$ cat config.mk
export PLATFORM = sky130hd
export DESIGN_NAME = power_and_loop_mode_control
export DESIGN_NICKNAME = d
export VERILOG_FILES = /design/src/verilog/loop_ctrl_pkg.sv /design/src/verilog/power_and_loop_mode_control.sv /design/src/verilog/soft_rst_gen.sv
export VERILOG_INCLUDE_DIRS = /design/src /design/src/verilog
export SDC_FILE = /design/constraint.sdc
export NUM_CORES = 1
export LEC_CHECK = 0
export BUFFER_PORTS_ARGS = -buffer_cell sky130_fd_sc_hd__buf_2
export CORE_UTILIZATION = 40
export DETAILED_ROUTE_END_ITERATION = 8
export GPL_TIMING_DRIVEN = 0
export PLACE_DENSITY = 0.73
export SLEW_MARGIN = 20
export SYNTH_ARGS = -nofsm -noshare
export SYNTH_HDL_FRONTEND = slang
export SYNTH_SLANG_ARGS = --single-unit
$ cat constraint.sdc
create_clock -name ref_clk_i -period 2.2 [get_ports ref_clk_i]
set_clock_uncertainty 0.15 [all_clocks]
set_input_delay 0.11 -clock ref_clk_i [delete_from_list [all_inputs] [get_ports ref_clk_i]]
set_output_delay 0.11 -clock ref_clk_i [all_outputs]
set_load 0.01 [all_outputs]
$ cat src/verilog/loop_ctrl_regs.svh
// register map and field positions of the power and loop mode control bank
// assumes inclusion from the design and bench files by bare name
`ifndef LOOP_CTRL_REGS_SVH
`define LOOP_CTRL_REGS_SVH

// printed offsets are not multiples of four: indexes, byte address = 4 * index
`define PWR_DOWN_IDX      12'ha00
`define LOOP_MODE_IDX     12'ha01
`define STATUS_IDX        12'ha02
`define ADDR_W            14
`define PWR_DOWN_ADDR     14'h2800
`define LOOP_MODE_ADDR    14'h2804
`define STATUS_ADDR       14'h2808

// power-down bits
`define PD_SOFT_RST       7
`define PD_OSC            6
`define PD_SYSTEM_CLOCK_INPUT         5
`define PD_REF            4
`define PD_TDC            3
`define PD_SYNTH          2
`define PD_DIST           1
`define PD_FULL           0

// loop mode fields
`define LM_HOLD           6
`define LM_FREE           5
`define LM_SW_HI          4
`define LM_SW_LO          2
`define LM_REF_SEL        0
`define LM_WMASK          8'h7d

`define PD_RESET          8'h00
`define LM_RESET          8'h00
`define SW_FULL_MANUAL    3'h4
`define SW_LAST_USED      3'h4

// soft reset pulse length in cycles
`define SOFT_RST_CYC      4'h4

`endif

$ cat src/verilog/loop_ctrl_pkg.sv
// types shared by the power and loop mode control bank
// assumes loop_ctrl_regs.svh for numeric constants
package loop_ctrl_pkg;

  // loop mode that the bank asks of the loop state machine
  typedef enum logic [2:0] {
    LOOP_TRACK = 3'h1,
    LOOP_HOLD  = 3'h2,
    LOOP_FREE  = 3'h4
  } loop_mode_t;

  // soft reset sequencer states, one-hot
  typedef enum logic [1:0] {
    SR_IDLE = 2'h1,
    SR_BUSY = 2'h2
  } soft_rst_state_t;

endpackage

$ cat src/verilog/power_and_loop_mode_control.sv
// power-down and loop mode control bank behind an Avalon-MM slave
// assumes a master on ref_clk_i, 32-bit data, word addresses in bytes
//
// Operation
// - bit 7 soft-resets logic, registers kept
// - bit 6 puts oscillator in deep sleep
// - bit 5 sleeps system clock and multiplier
// - bit 4 sleeps all reference receivers
// - bit 3 sleeps time-to-digital converter
// - bit 2 sleeps output synthesizer loop
// - bit 1 sleeps clock distribution outputs
// - bit 0 sleeps everything, overriding others
// - loop bit 6 forces holdover, history first
// - loop bit 5 forces user free run
// - free run beats holdover when both set
// - bits 4:2 select reference switchover policy
// - full manual: bit 0 picks reference
`timescale 1ns/1ps
`default_nettype none
`include "loop_ctrl_regs.svh"

module power_and_loop_mode_control (
  input  wire logic        ref_clk_i,            // 20 MHz system clock
  input  wire logic        nrst_i,               // synchronous reset, active low
  // avalon-mm slave
  input  wire logic [13:0] address,              // byte address
  input  wire logic        read,                 // read request
  input  wire logic        write,                // write request
  input  wire logic [31:0] writedata,            // write data
  input  wire logic [3:0]  byteenable,           // lane 0 carries the register
  output logic [31:0]      readdata,             // read data, registered
  output logic             waitrequest,          // high until answer
  output logic [1:0]       response,             // 00 okay, 10 slave error
  // loop state
  input  wire logic        history_valid_i,      // tuning word history present
  // subsystem controls
  output logic             soft_rst_o,           // logic reset, registers kept
  output logic             osc_sleep_o,          // controlled_oscillator sleep
  output logic             system_clock_input_sleep_o,       // system_clock_input and multiplier
  output logic             ref_sleep_o,          // reference receivers
  output logic             tdc_sleep_o,          // time_to_digital_converter
  output logic             synth_sleep_o,        // output_synth_loop
  output logic             dist_sleep_o,         // distribution outputs
  output logic             full_sleep_o,         // whole device
  output logic [2:0]       loop_mode_o,          // one-hot track, hold, free
  output logic             use_history_o,        // holdover uses history word
  output logic [2:0]       switch_policy_o,      // switchover policy code
  output logic             second_ref_sel_o      // second_reference_input in full manual
);

  // =====================================================
  // state
  typedef struct packed {
    logic [7:0]  pd;    // power_down_control
    logic [7:0]  lm;    // loop_mode_control
    logic        ack;   // answer cycle
    logic [31:0] rdata;
    logic [1:0]  resp;
    logic        sr_req;
  } bank_t;

  bank_t s_q;
  bank_t s_d;

  logic sr_busy;  // soft reset pulse active
  logic sr_done;  // soft reset finished

  // decode of a register address, used for reads and writes
  function automatic logic [1:0] decode(input logic [13:0] a);
    case (a)
      `PWR_DOWN_ADDR:  decode = 2'h1;
      `LOOP_MODE_ADDR: decode = 2'h2;
      `STATUS_ADDR:    decode = 2'h3;
      default:         decode = 2'h0;
    endcase
  endfunction

  // effective loop mode; free run wins so the two never fight
  function automatic loop_ctrl_pkg::loop_mode_t mode_of(input logic [7:0] lm);
    if (lm[`LM_FREE]) begin
      mode_of = loop_ctrl_pkg::LOOP_FREE;
    end else if (lm[`LM_HOLD]) begin
      mode_of = loop_ctrl_pkg::LOOP_HOLD;
    end else begin
      mode_of = loop_ctrl_pkg::LOOP_TRACK;
    end
  endfunction

  // =====================================================
  // bus and register next state
  // one wait cycle: request is taken, answer flagged the next cycle
  always_comb begin
    s_d        = s_q;
    s_d.ack    = 1'b0;
    s_d.sr_req = 1'b0;
    if ((read || write) && !s_q.ack) begin
      s_d.ack   = 1'b1;
      s_d.resp  = (decode(address) == 2'h0) ? 2'h2 : 2'h0;
      s_d.rdata = 32'h0000_0000;
      if (read) begin
        case (decode(address))
          2'h1: s_d.rdata = {24'h00_0000, s_q.pd};
          2'h2: s_d.rdata = {24'h00_0000, s_q.lm};
          2'h3: s_d.rdata = {24'h00_0000, 5'h00, mode_of(s_q.lm)} | {23'h00_0000, sr_busy, 8'h00};
          default: s_d.rdata = 32'h0000_0000;
        endcase
      end else if (byteenable[0]) begin
        case (decode(address))
          2'h1: begin
            s_d.pd = writedata[7:0];
            // soft reset bit is a request; it clears itself when done
            if (writedata[`PD_SOFT_RST] && !sr_busy) begin
              s_d.sr_req = 1'b1;
            end
          end
          // reserved bits 7 and 1 are kept zero by the mask
          2'h2: s_d.lm = writedata[7:0] & `LM_WMASK;
          default: s_d.lm = s_q.lm;
        endcase
      end
    end
    // soft reset does not touch register contents, only clears its own bit;
    // a fresh trigger written in the done cycle wins over the self-clear
    if (sr_done && !s_d.sr_req) begin
      s_d.pd[`PD_SOFT_RST] = 1'b0;
    end
  end

  // register
  always_ff @(posedge ref_clk_i) begin
    if (!nrst_i) begin
      s_q <= '{pd: `PD_RESET, lm: `LM_RESET, ack: 1'b0,
               rdata: 32'h0000_0000, resp: 2'h0, sr_req: 1'b0};
    end else begin
      s_q <= s_d;
    end
  end

  // soft reset pulse stretcher
  soft_rst_gen #(
    .PULSE_CYC (`SOFT_RST_CYC)
  ) u_soft_rst (
    .ref_clk_i (ref_clk_i),
    .nrst_i    (nrst_i),
    .req_i     (s_q.sr_req),
    .busy_o    (sr_busy),
    .done_o    (sr_done)
  );

  // =====================================================
  // outputs
  assign waitrequest = (read || write) && !s_q.ack;
  assign readdata    = s_q.rdata;
  assign response    = s_q.resp;
  assign soft_rst_o  = sr_busy;

  // full power-down forces every subsystem asleep
  assign full_sleep_o   = s_q.pd[`PD_FULL];
  assign osc_sleep_o    = s_q.pd[`PD_OSC]    | s_q.pd[`PD_FULL];
  assign system_clock_input_sleep_o = s_q.pd[`PD_SYSTEM_CLOCK_INPUT] | s_q.pd[`PD_FULL];
  assign ref_sleep_o    = s_q.pd[`PD_REF]    | s_q.pd[`PD_FULL];
  assign tdc_sleep_o    = s_q.pd[`PD_TDC]    | s_q.pd[`PD_FULL];
  assign synth_sleep_o  = s_q.pd[`PD_SYNTH]  | s_q.pd[`PD_FULL];
  assign dist_sleep_o   = s_q.pd[`PD_DIST]   | s_q.pd[`PD_FULL];

  assign loop_mode_o      = mode_of(s_q.lm);
  // holdover falls back to the free-run word when no history exists
  assign use_history_o    = (mode_of(s_q.lm) == loop_ctrl_pkg::LOOP_HOLD) && history_valid_i;
  assign switch_policy_o  = s_q.lm[`LM_SW_HI:`LM_SW_LO];
  // manual choice only matters in full manual mode
  assign second_ref_sel_o = (s_q.lm[`LM_SW_HI:`LM_SW_LO] == `SW_FULL_MANUAL) && s_q.lm[`LM_REF_SEL];

  // =====================================================
  // assertions
  full_forces_a: assert property (@(posedge ref_clk_i) disable iff (!nrst_i)
    full_sleep_o |-> (osc_sleep_o && system_clock_input_sleep_o && ref_sleep_o && tdc_sleep_o && synth_sleep_o && dist_sleep_o))
    else $error("full sleep did not force all");
  osc_sleep_a: assert property (@(posedge ref_clk_i) disable iff (!nrst_i)
    osc_sleep_o == (s_q.pd[`PD_OSC] || s_q.pd[`PD_FULL])) else $error("oscillator sleep wrong");
  system_clock_input_sleep_a: assert property (@(posedge ref_clk_i) disable iff (!nrst_i)
    s_q.pd[`PD_SYSTEM_CLOCK_INPUT] |-> system_clock_input_sleep_o) else $error("system_clock_input sleep wrong");
  ref_sleep_a: assert property (@(posedge ref_clk_i) disable iff (!nrst_i)
    s_q.pd[`PD_REF] |-> ref_sleep_o) else $error("reference sleep wrong");
  tdc_sleep_a: assert property (@(posedge ref_clk_i) disable iff (!nrst_i)
    s_q.pd[`PD_TDC] |-> tdc_sleep_o) else $error("tdc sleep wrong");
  synth_sleep_a: assert property (@(posedge ref_clk_i) disable iff (!nrst_i)
    s_q.pd[`PD_SYNTH] |-> synth_sleep_o) else $error("synth sleep wrong");
  dist_sleep_a: assert property (@(posedge ref_clk_i) disable iff (!nrst_i)
    s_q.pd[`PD_DIST] |-> dist_sleep_o) else $error("distribution sleep wrong");
  free_wins_a: assert property (@(posedge ref_clk_i) disable iff (!nrst_i)
    s_q.lm[`LM_FREE] |-> (loop_mode_o == loop_ctrl_pkg::LOOP_FREE)) else $error("free run lost");
  hold_mode_a: assert property (@(posedge ref_clk_i) disable iff (!nrst_i)
    (s_q.lm[`LM_HOLD] && !s_q.lm[`LM_FREE]) |-> (loop_mode_o == loop_ctrl_pkg::LOOP_HOLD))
    else $error("holdover not entered");
  manual_ref_a: assert property (@(posedge ref_clk_i) disable iff (!nrst_i)
    (switch_policy_o != `SW_FULL_MANUAL) |-> !second_ref_sel_o) else $error("manual select leaked");
  policy_field_a: assert property (@(posedge ref_clk_i) disable iff (!nrst_i)
    switch_policy_o == s_q.lm[`LM_SW_HI:`LM_SW_LO]) else $error("policy field wrong");
  soft_rst_a: assert property (@(posedge ref_clk_i) disable iff (!nrst_i)
    s_q.sr_req |=> soft_rst_o [*4] ##1 !soft_rst_o) else $error("soft reset pulse wrong");
  keep_regs_a: assert property (@(posedge ref_clk_i) disable iff (!nrst_i)
    (soft_rst_o && !write) |=> ($stable(s_q.lm) && $stable(s_q.pd[`PD_OSC:`PD_FULL])))
    else $error("soft reset touched registers");
  reset_zero_a: assert property (@(posedge ref_clk_i)
    !nrst_i |=> (s_q.pd == 8'h00 && s_q.lm == 8'h00)) else $error("reset value wrong");
  bus_answer_a: assert property (@(posedge ref_clk_i) disable iff (!nrst_i)
    ((read || write) && waitrequest) |=> !waitrequest) else $error("answer late");

  soft_rst_c: cover property (@(posedge ref_clk_i) disable iff (!nrst_i) sr_done);
  both_force_c: cover property (@(posedge ref_clk_i) disable iff (!nrst_i) s_q.lm[`LM_FREE] && s_q.lm[`LM_HOLD]);
  manual_b_c: cover property (@(posedge ref_clk_i) disable iff (!nrst_i) second_ref_sel_o);
  full_sleep_c: cover property (@(posedge ref_clk_i) disable iff (!nrst_i) full_sleep_o);

endmodule
`default_nettype wire

$ cat src/verilog/soft_rst_gen.sv
// soft reset pulse generator: stretches a request into a fixed-length pulse
// assumes request from the register bank on the same clock
`timescale 1ns/1ps
`default_nettype none
`include "loop_ctrl_regs.svh"

module soft_rst_gen #(
  parameter logic [3:0] PULSE_CYC = `SOFT_RST_CYC
) (
  input  wire logic ref_clk_i,  // system clock
  input  wire logic nrst_i,     // synchronous reset, active low
  input  wire logic req_i,      // one-cycle request
  output logic      busy_o,     // soft reset active
  output logic      done_o      // one-cycle pulse at end
);

  // =====================================================
  // state
  typedef struct packed {
    loop_ctrl_pkg::soft_rst_state_t st;  // sequencer state
    logic [3:0]                     cnt; // cycles left
    logic                           done;
  } sr_state_t;

  sr_state_t s_q;
  sr_state_t s_d;

  // next state: a request during a pulse restarts nothing, it is absorbed
  always_comb begin
    s_d      = s_q;
    s_d.done = 1'b0;
    case (s_q.st)
      loop_ctrl_pkg::SR_IDLE: begin
        if (req_i) begin
          s_d.st  = loop_ctrl_pkg::SR_BUSY;
          s_d.cnt = PULSE_CYC - 4'h1;
        end
      end
      loop_ctrl_pkg::SR_BUSY: begin
        if (s_q.cnt == 4'h0) begin
          s_d.st   = loop_ctrl_pkg::SR_IDLE;
          s_d.done = 1'b1;
        end else begin
          s_d.cnt = s_q.cnt - 4'h1;
        end
      end
      default: s_d.st = loop_ctrl_pkg::SR_IDLE;
    endcase
  end

  // register
  always_ff @(posedge ref_clk_i) begin
    if (!nrst_i) begin
      s_q <= '{st: loop_ctrl_pkg::SR_IDLE, cnt: 4'h0, done: 1'b0};
    end else begin
      s_q <= s_d;
    end
  end

  assign busy_o = (s_q.st == loop_ctrl_pkg::SR_BUSY);
  assign done_o = s_q.done;

endmodule
`default_nettype wire

==> out/metrics.yaml, run 1 <==
preCtsSetupSlack_ns: 0.313
finalSetupTns_ns: 0
n_fill_cell: 437
wirelength_um: 4030
fin_nets: 363
dp_hpwl_um: 3100
syn_inst: 213
startpoint: "u_soft_rst.s_q[6]$_SDFFE_PN0P_"
maxCapViolCount: 0
die_x_um: 71.0
drive_above_1_share_pct: 37.4
core_um2: 4470
cts_buffers: 5
layout_min_cycle_time_ns: 1.92
antenna_cells: 0
grt_pass1_vias: 1484
routedWlPerCell_um: 11.3
cp_top_family: "simple AND/OR/NAND/NOR gates"
hold_path_class: "primary input to register"
ios: 106
crit_arrival_ns: 1.99
worstReg2RegStart: "u_soft_rst.s_q[6]$_SDFFE_PN0P_"
post_cts_buffers: 0
clk_latency_ns: 0.29
io_buffer_count: 53
route.detailed.drc: 5
status: "complete, but fails checks"
setup_ws_ns: 0.278
cp.required_ns: 2.27
ys_ff_latch: 33
viasPerCell: 4.57
drv_slew: 0
avgSynthCellArea_um2: 8.95
worst_hold_startpoint: "address[6]"
die_area_um2: 5040
grt_max_degree: 11
crit_chain: "inv_1 -> ha_1 -> nor2b_1 -> or2_2 -> or4_1 -> a21oi_1"
rows: 24
violations: "design-rule violations"
yosys.area.top_type: "dfxtp_1"
cts_root_buffer: "clkbuf_8"
rsz0062_at_grt: "false"
grt_pass1_wl_um: 6650
initial_core_util_pct: 42.6
crit_buf_inv: 1
syn-cell-area_um2: 1910
setup_violations: 0
cts.sinks: 33
ys_top_cells_by_area: "dfxtp_1, buf_4, mux2i_1"
hold_violations: 0
finalCritPeriodShare_pct: 87.4
path_class: "register to register"
gr-total-overflow: 0
worstMarginPinSlew_ns: 0.618
synth_top_area_share_pct: 34.7
slowest_stage: "or4_1"
synth_edf_count: 0
slew_headroom_pct: 58.7
first_iter_violations: 80
crit_fanout: 4
ant_nets: 0
leakage_nw: 1.21
ys_types: 42
grtUsageTotal_pct: 17.0
ir_worst_vdd_mv: 0.299
vias: 1630
synthTopCellsByCount: "buf_4, dfxtp_1, nand2_1"
async_flop_share_pct: 0
final_core_util_pct: 56.3
yosysMostFrequentCell: "buf_4"
cp-start-kind: "register"
cts_hold_buf: 8
power.density_nw_per_um2: 531
die_y_um: 71.0
cts_tree: "built"
ys.flop_type: "dfxtp_1"
max_stage_delay_ns: 0.51
yosys_warnings: 0
antenna_found_initial: 0
seq_area_frac_synth_pct: 34.7
place.gp.congestion: 0.791
max_freq_mhz: 520
first_pass_iters: 6
cts_max_path_buffers: 2
clk_transition_reported_paths_ns: 0.07
cts_resized: 0
critPathCaptureType: "register"
htreeDepth: 2
areaGrowthSynthToFinish_pct: 32.2
[final timing paths]
| kind | endpoint | slack, ns | cells after the start |
|---|---|---|---|
| setup reg to reg | u_soft_rst.s_q[3]$_SDFFE_PN0P_ | 0.28 | 6 |
| hold / removal | s_q[0]$_SDFF_PN0_ | 0.01 | 4 |
| setup / recovery | u_soft_rst.s_q[3]$_SDFFE_PN0P_ | 0.28 | 6 |
| hold reg to reg | readdata[6]$_SDFFE_PN0P_ | 0.30 | 2 |
[where the power goes]
part,switching (mW),internal [mW],total [mW]
sequential,0.00152,0.600,0.602
combinational,0.0766,0.0760,0.153
clock,0.215,0.369,0.584
total,0.293,1.05,1.34
[cell families after synthesis]
| family | Yosys count | synth area share (%) |
|---|---|---|
| simple gates | 77 | 25.7 |
| buf+inv | 51 | 17.6 |
| flops | 33 | 34.7 |
| fa+ha+maj | 4 | 2.63 |
| compound gates | 27 | 8.73 |
| mux | 20 | 10.5 |
| other cells | 1 | 0.197 |
[routing by layer]
metal	GRT usage, %	wire (µm)
met1	21.4	1830
met2	27.0	1870
met3	5.27	262
met4	7.11	77
met5	0	0
[per-stage QoR]
stage	std cells	power (mW)	hold slack [ns]	cell area (µm²)
after floorplan	236	0.713	0.102	1990
final	357	1.34	0.0100	2520
after global routing	357	1.39	0.00947	2520
after CTS	357	1.35	0.000949	2520
after global placement	341	0.754	0.215	2320
after detailed placement	341	0.756	0.222	2320
[cells in the final DEF, fill, tap and decap left out, types with 2 or more instances in the layout]
| master | n |
|---|---|
| a21oi_1 | 9 |
| a2bb2oi_1 | 3 |
| and2_1 | 2 |
| and4bb_2 | 2 |
| buf_2 | 54 |
| buf_4 | 38 |
| clkbuf_1 | 6 |
| clkbuf_8 | 6 |
| conb_1 | 24 |
| dfxtp_1 | 33 |
| dlygate4sd3_1 | 8 |
| ha_1 | 4 |
| inv_1 | 6 |
| mux2i_1 | 20 |
| nand2_1 | 31 |
| nand3b_1 | 2 |
| nand4_2 | 2 |
| nor2_1 | 5 |
| nor2b_1 | 6 |
| nor3b_1 | 2 |
| nor4_1 | 2 |
| nor4_4 | 2 |
| nor4b_1 | 2 |
| o21a_1 | 2 |
| o21ai_0 | 4 |
| o21ai_1 | 4 |
| or2_2 | 7 |
| or3_1 | 2 |
[worst reg2reg max path, stage by stage, from the launching register on]
cell	delay [ns]
dfxtp_1	0.35
inv_1	0.07
ha_1	0.19
nor2b_1	0.14
or2_2	0.31
or4_1	0.51
a21oi_1	0.14
[area by class of cell]
class / instances / area, µm² / area share [%]
Inverter: 6 / 22.5 / 0.894
Clock buffer: 7 / 86.3 / 3.43
Multi-Input combinational cell: 152 / 996 / 39.5
Clock inverter: 1 / 30.0 / 1.19
Sequential cell: 33 / 661 / 26.2
Tap cell: 52 / 65.1 / 2.58
Buffer: 45 / 313 / 12.4
Timing Repair Buffer: 61 / 345 / 13.7
[registers in the layout, summed over array words and instances (netlist names)]
register	flops
u_soft_rst.s_q	6
readdata	9
full_sleep_o	1
switch_policy_o	3
response	1
s_q	12
u_soft_rst.done_o	1
(Power assumes the default switching activity.)
==> inputs of run 2 (changes only) <==
--- a/config.mk
+++ b/config.mk
@@ -7,6 +7,7 @@
 export NUM_CORES = 1
 export LEC_CHECK = 0
 export BUFFER_PORTS_ARGS = -buffer_cell sky130_fd_sc_hd__buf_2
+export CORE_ASPECT_RATIO = 0.8
 export CORE_UTILIZATION = 40
 export DETAILED_ROUTE_END_ITERATION = 8
 export GPL_TIMING_DRIVEN = 0
==> out/metrics.yaml, run 2 (synthesis results as in run 1) <==
power.density_nw_per_um2: 483  # -9.1%
status: "finished clean"
slew_headroom_pct: 57.3  # -1.5 points
drive_above_1_share_pct: 37.2  # -0.21 points
initial_core_util_pct: 41.7  # -0.89 points
fin_cells: 364  # +2.0%
hold_path_class: "primary input to register"
worstReg2RegStart: "u_soft_rst.s_q[6]$_SDFFE_PN0P_"
finalSetupTns_ns: 0  # unchanged
cts_buffers: 5  # unchanged
core_um2: 4570  # +2.1%
place_area_um2: 2330  # +0.43%
leakage_nw: 1.19  # -1.2%
grtUsageTotal_pct: 16.2  # -0.85 points
maxCapViolCount: 0  # unchanged
final_common_cell: "buf_2"
worst_hold_startpoint: "address[6]"
cts_root_buffer: "clkbuf_8"
p_total_mw: 1.21  # -9.8%
grt_max_degree: 11  # unchanged
max_freq_mhz: 525  # +0.87%
first_iter_violations: 46  # -43%
rows: 22  # -8.3%
vias: 1606  # -1.5%
final_core_util_pct: 54.7  # -1.6 points
ir_worst_vdd_mv: 0.302  # +0.91%
cts.sinks: 33  # unchanged
grt_pass1_wl_um: 6300  # -5.3%
largest_register_ffs: 12  # unchanged
path_class: "register to register"
dp.cells: 349  # +2.3%
die_y_um: 63.7  # -10%
ios: 106  # unchanged
final_cell_mix: "buf_2, buf_4, dfxtp_1, nand2_1, conb_1"
die_x_um: 79.2  # +11%
areaGrowthSynthToFinish_pct: 31.1
io_buffer_count: 53  # unchanged
ff2ff_path_depth: 6  # unchanged
crit_arrival_ns: 1.97  # -0.02 ns
cp-start-kind: "register"
worstMarginPinSlew_ns: 0.639  # +0.0219 ns
clk_latency_ns: 0.28  # about the same
fin_hold_ws_ns: 0.0111  # +0.00110 ns
place.gp.congestion: 0.729  # -7.8%
wirelength_um: 3990  # -1.2%
viasPerCell: 4.41  # -3.4%
crit_fanout: 4  # unchanged
startpoint: "u_soft_rst.s_q[6]$_SDFFE_PN0P_"
finalCritPeriodShare_pct: 86.6  # -0.75 points
antenna_cells: 0  # unchanged
dp_hpwl_um: 3050  # -1.5%
rsz0062_at_grt: "false"
preCtsSetupSlack_ns: 0.288  # -0.0251 ns
ant_nets: 0  # unchanged
routedWlPerCell_um: 11.0  # -3.1%
largest-register: "s_q"
htreeDepth: 2  # unchanged
route.detailed.drc: 0  # -5
gr-total-overflow: 0  # unchanged
fin_area_um2: 2500  # -0.79%
cp.required_ns: 2.26  # about the same
drv_slew: 0  # unchanged
hold_violations: 0  # unchanged
setup_ws_ns: 0.295  # +0.0165 ns
grt_pass1_vias: 1416  # -4.6%
layout_min_cycle_time_ns: 1.91  # -0.0165 ns
antenna_found_initial: 0  # unchanged
clk_transition_reported_paths_ns: 0.06  # about the same
first_pass_iters: 4  # -2
hold_path_depth: 4  # unchanged
cts_max_path_buffers: 2  # unchanged
cts_tree: "built"
fin_nets: 363  # unchanged
critPathCaptureType: "register"
setup_violations: 0  # unchanged
die_area_um2: 5050  # about the same
-- run 2: cell types whose count changed in the layout (fill, tap and decap cells not counted) --
cell	before	now
bufinv_16	1	0
-- run 2: what timing repair did --
item	4_1_cts	5_1_grt
hold buffers	8	0
hold endpoints to repair	15	0
setup buffers	0	0
resized for setup	0	0
-- run 2: layout make-up --
class	count	area [µm²]
fill	451	2070
multi-input combinational	152	996
sequential	33	661
timing repair buffer	61	345
buffer	45	313
clock buffer	7	86.3
tap	60	75.1
inverter	6	22.5
-- run 2: worst paths after layout --
kind	slack, ns	end
worst max-delay path	0.29	u_soft_rst.s_q[3]$_SDFFE_PN0P_
worst min-delay path	0.01	s_q[0]$_SDFF_PN0_
worst max register to register	0.29	u_soft_rst.s_q[3]$_SDFFE_PN0P_
worst min register to register	0.30	readdata[5]$_SDFFE_PN0P_
-- run 2: power breakdown --
| group | switching (mW) | total, mW | internal [mW] |
|---|---|---|---|
| Combinational | 0.0769 | 0.153 | 0.0760 |
| Clock | 0.204 | 0.452 | 0.248 |
| Sequential | 0.00168 | 0.602 | 0.601 |
| Total | 0.282 | 1.21 | 0.924 |
-- run 2: per-layer routing --
layer,routed length (µm),vias up,GRT usage (%)
met4,56,0,6.14
li1,-,849,-
met1,1820,696,20.6
met3,313,7,4.57
met2,1790,54,25.8
met5,0,-,0
-- run 2: worst max-delay path: stages (launching register included) --
cell and delay, ns:
dfxtp_1 0.33, inv_1 0.06, ha_1 0.20, nor2b_1 0.14
or2_2 0.30, or4_1 0.51, a21oi_1 0.14
==> inputs of run 3 (changes only) <==
--- a/config.mk
+++ b/config.mk
@@ -8,10 +8,11 @@
 export LEC_CHECK = 0
 export BUFFER_PORTS_ARGS = -buffer_cell sky130_fd_sc_hd__buf_2
 export CORE_ASPECT_RATIO = 0.8
-export CORE_UTILIZATION = 40
+export CORE_UTILIZATION = 44
+export CTS_CLUSTER_DIAMETER = 80
 export DETAILED_ROUTE_END_ITERATION = 8
 export GPL_TIMING_DRIVEN = 0
-export PLACE_DENSITY = 0.73
+export PLACE_DENSITY = 0.8
 export SLEW_MARGIN = 20
 export SYNTH_ARGS = -nofsm -noshare
 export SYNTH_HDL_FRONTEND = slang
==> out/metrics.yaml, run 3 (synthesis results as in run 1) <==
hold_path_depth: 4  # unchanged
max_stage_delay_ns: 0.50  # about the same
grt_pass1_vias: 1396  # -1.4%
reg2reg_slack_ns: 0.26  # -0.03 ns
antenna_found_initial: 0  # unchanged
grt_max_degree: 11  # unchanged
place.gp.congestion: 0.795  # +9.0%
cts_resized: 0  # unchanged
finalSetupTns_ns: 0  # unchanged
cp.required_ns: 2.27  # about the same
path_class: "register to register"
p_int_uw: 901  # -2.5%
cts_max_path_buffers: 2  # unchanged
worstMarginPinSlew_ns: 0.646  # +0.00681 ns
first_iter_violations: 86  # +87%
power.density_nw_per_um2: 478  # -1.1%
final_common_cell: "buf_2"
slew_headroom_pct: 56.8  # -0.46 points
max_freq_mhz: 517  # -1.6%
final_cell_mix: "buf_2, buf_4, dfxtp_1, nand2_1, conb_1"
largest-register: "s_q"
rows: 21  # -4.5%
htreeDepth: 2  # unchanged
seqPwrFrac_pct: 50.6  # +0.7 points
ir_worst_vdd_mv: 0.333  # +10%
drv_slew: 0  # unchanged
cts_root_buffer: "clkbuf_8"
antenna_cells: 0  # unchanged
r2r-end: "u_soft_rst.s_q[3]$_SDFFE_PN0P_"
wirelength_um: 4010  # +0.48%
ant_nets: 0  # unchanged
cp-start-kind: "register"
critPathCaptureType: "register"
first_pass_iters: 4  # unchanged
die_x_um: 75.6  # -4.5%
cts_tree: "built"
viasPerCell: 4.48  # +1.6%
setup_violations: 0  # unchanged
crit_fanout: 4  # unchanged
crit_arrival_ns: 2.00  # +0.03 ns
routedWlPerCell_um: 11.1  # +1.0%
p_sw_share_pct: 24.2  # +0.84 points
areaGrowthSynthToFinish_pct: 30.6
clk_transition_reported_paths_ns: 0.06  # about the same
hold_violations: 0  # unchanged
die_y_um: 60.9  # -4.5%
switchingPower_uw: 288  # +2.1%
fin_hold_ws_ns: 0.0380  # +0.0269 ns
core_um2: 4180  # -8.6%
crit_chain: "inv_1 -> ha_1 -> or2_2 -> or4_1 -> a21oi_1"
gr-total-overflow: 0  # unchanged
holdPathEnd: "s_q[0]$_SDFF_PN0_"
finalCritPeriodShare_pct: 88.0  # +1.4 points
worst_hold_startpoint: "address[6]"
slowest_stage: "or4_1"
clk_latency_ns: 0.28  # about the same
fin_cells: 362  # -0.55%
route.detailed.drc: 0  # unchanged
ios: 106  # unchanged
status: "finished clean"
largest_register_ffs: 12  # unchanged
leakage_nw: 1.19  # -0.40%
vias: 1622  # +1.0%
die_area_um2: 4600  # -8.8%
worstReg2RegStart: "u_soft_rst.s_q[5]$_SDFFE_PN1P_"
dp_hpwl_um: 3120  # +2.3%
io_buffer_count: 53  # unchanged
grtUsageTotal_pct: 18.9  # +2.8 points
rsz0062_at_grt: "false"
preCtsSetupSlack_ns: 0.278  # -0.0107 ns
dp.cells: 346  # -0.86%
layout_min_cycle_time_ns: 1.94  # +0.0303 ns
post_cts_buffers: 0  # unchanged
fin_nets: 363  # unchanged
ff2ff_path_depth: 5  # -1
drive_above_1_share_pct: 36.7  # -0.45 points
cts_hold_buf: 8  # unchanged
cts_buffers: 5  # unchanged
cts.sinks: 33  # unchanged
maxCapViolCount: 0  # unchanged
combinationalPowerShare_pct: 12.9  # +0.2 points
grt_pass1_wl_um: 6270  # -0.43%
clockPowerShare_pct: 36.4  # -1.0 points
setup_ws_ns: 0.264  # -0.0303 ns
initial_core_util_pct: 45.6  # +3.9 points
hold_path_class: "primary input to register"
run 3: power by group through the flow:
stage / clock, mW / combinational, mW / sequential, mW
2_1_floorplan: 0 / 0.0979 / 0.615
3_3_place_gp: 0 / 0.139 / 0.615
3_5_place_dp: 0 / 0.142 / 0.615
4_1_cts: 0.444 / 0.153 / 0.602
5_1_grt: 0.471 / 0.173 / 0.602
6_report: 0.433 / 0.154 / 0.602
run 3: per-stage QoR:
step	util (%)	instance area, µm²	total power, mW
2_1_floorplan	-	1990	0.713
6_report	59.6	2490	1.19
3_5_place_dp	55.7	2330	0.758
3_3_place_gp	55.7	2330	0.755
5_1_grt	59.6	2490	1.25
4_1_cts	59.6	2490	1.20
run 3: metal layers:
| layer | global-route usage, % | vias up | share of wire (%) |
|---|---|---|---|
| li1 | - | 849 | - |
| met1 | 25.1 | 720 | 49 |
| met2 | 29.7 | 47 | 45 |
| met3 | 4.98 | 6 | 5.2 |
| met4 | 7.14 | 0 | 1.3 |
| met5 | 0 | - | 0 |
run 3: cell type report:
| type | count | area, µm² |
|---|---|---|
| Multi-Input combinational cell | 152 | 996 |
| Tap cell | 57 | 71.3 |
| Buffer | 45 | 313 |
| Fill cell | 390 | 1690 |
| Inverter | 6 | 22.5 |
| Clock buffer | 8 | 80.1 |
| Timing Repair Buffer | 61 | 345 |
| Sequential cell | 33 | 661 |
run 3: worst max-delay path by stage:
stage / from / endpoint / slack, ns
finish: u_soft_rst.s_q[5]$_SDFFE_PN1P_ / u_soft_rst.s_q[3]$_SDFFE_PN0P_ / 0.26
global route: u_soft_rst.s_q[5]$_SDFFE_PN1P_ / u_soft_rst.s_q[1]$_SDFFE_PN0P_ / 0.15
CTS: u_soft_rst.s_q[5]$_SDFFE_PN1P_ / u_soft_rst.s_q[3]$_SDFFE_PN0P_ / 0.27
detailed placement: u_soft_rst.s_q[5]$_SDFFE_PN1P_ / u_soft_rst.s_q[3]$_SDFFE_PN0P_ / 0.28
global placement: u_soft_rst.s_q[5]$_SDFFE_PN1P_ / u_soft_rst.s_q[3]$_SDFFE_PN0P_ / 0.34
floorplan: u_soft_rst.s_q[5]$_SDFFE_PN1P_ / u_soft_rst.s_q[3]$_SDFFE_PN0P_ / 0.39
run 3: worst max-delay path: cells and delay by family (launching register included):
family | cells | cell delay [ns]
and+or+nand+nor | 2 | 0.84
DFF | 1 | 0.37
adders and majority gates | 1 | 0.30
AOI/OAI and AO/OA | 1 | 0.15
buffers and inverters | 1 | 0.06
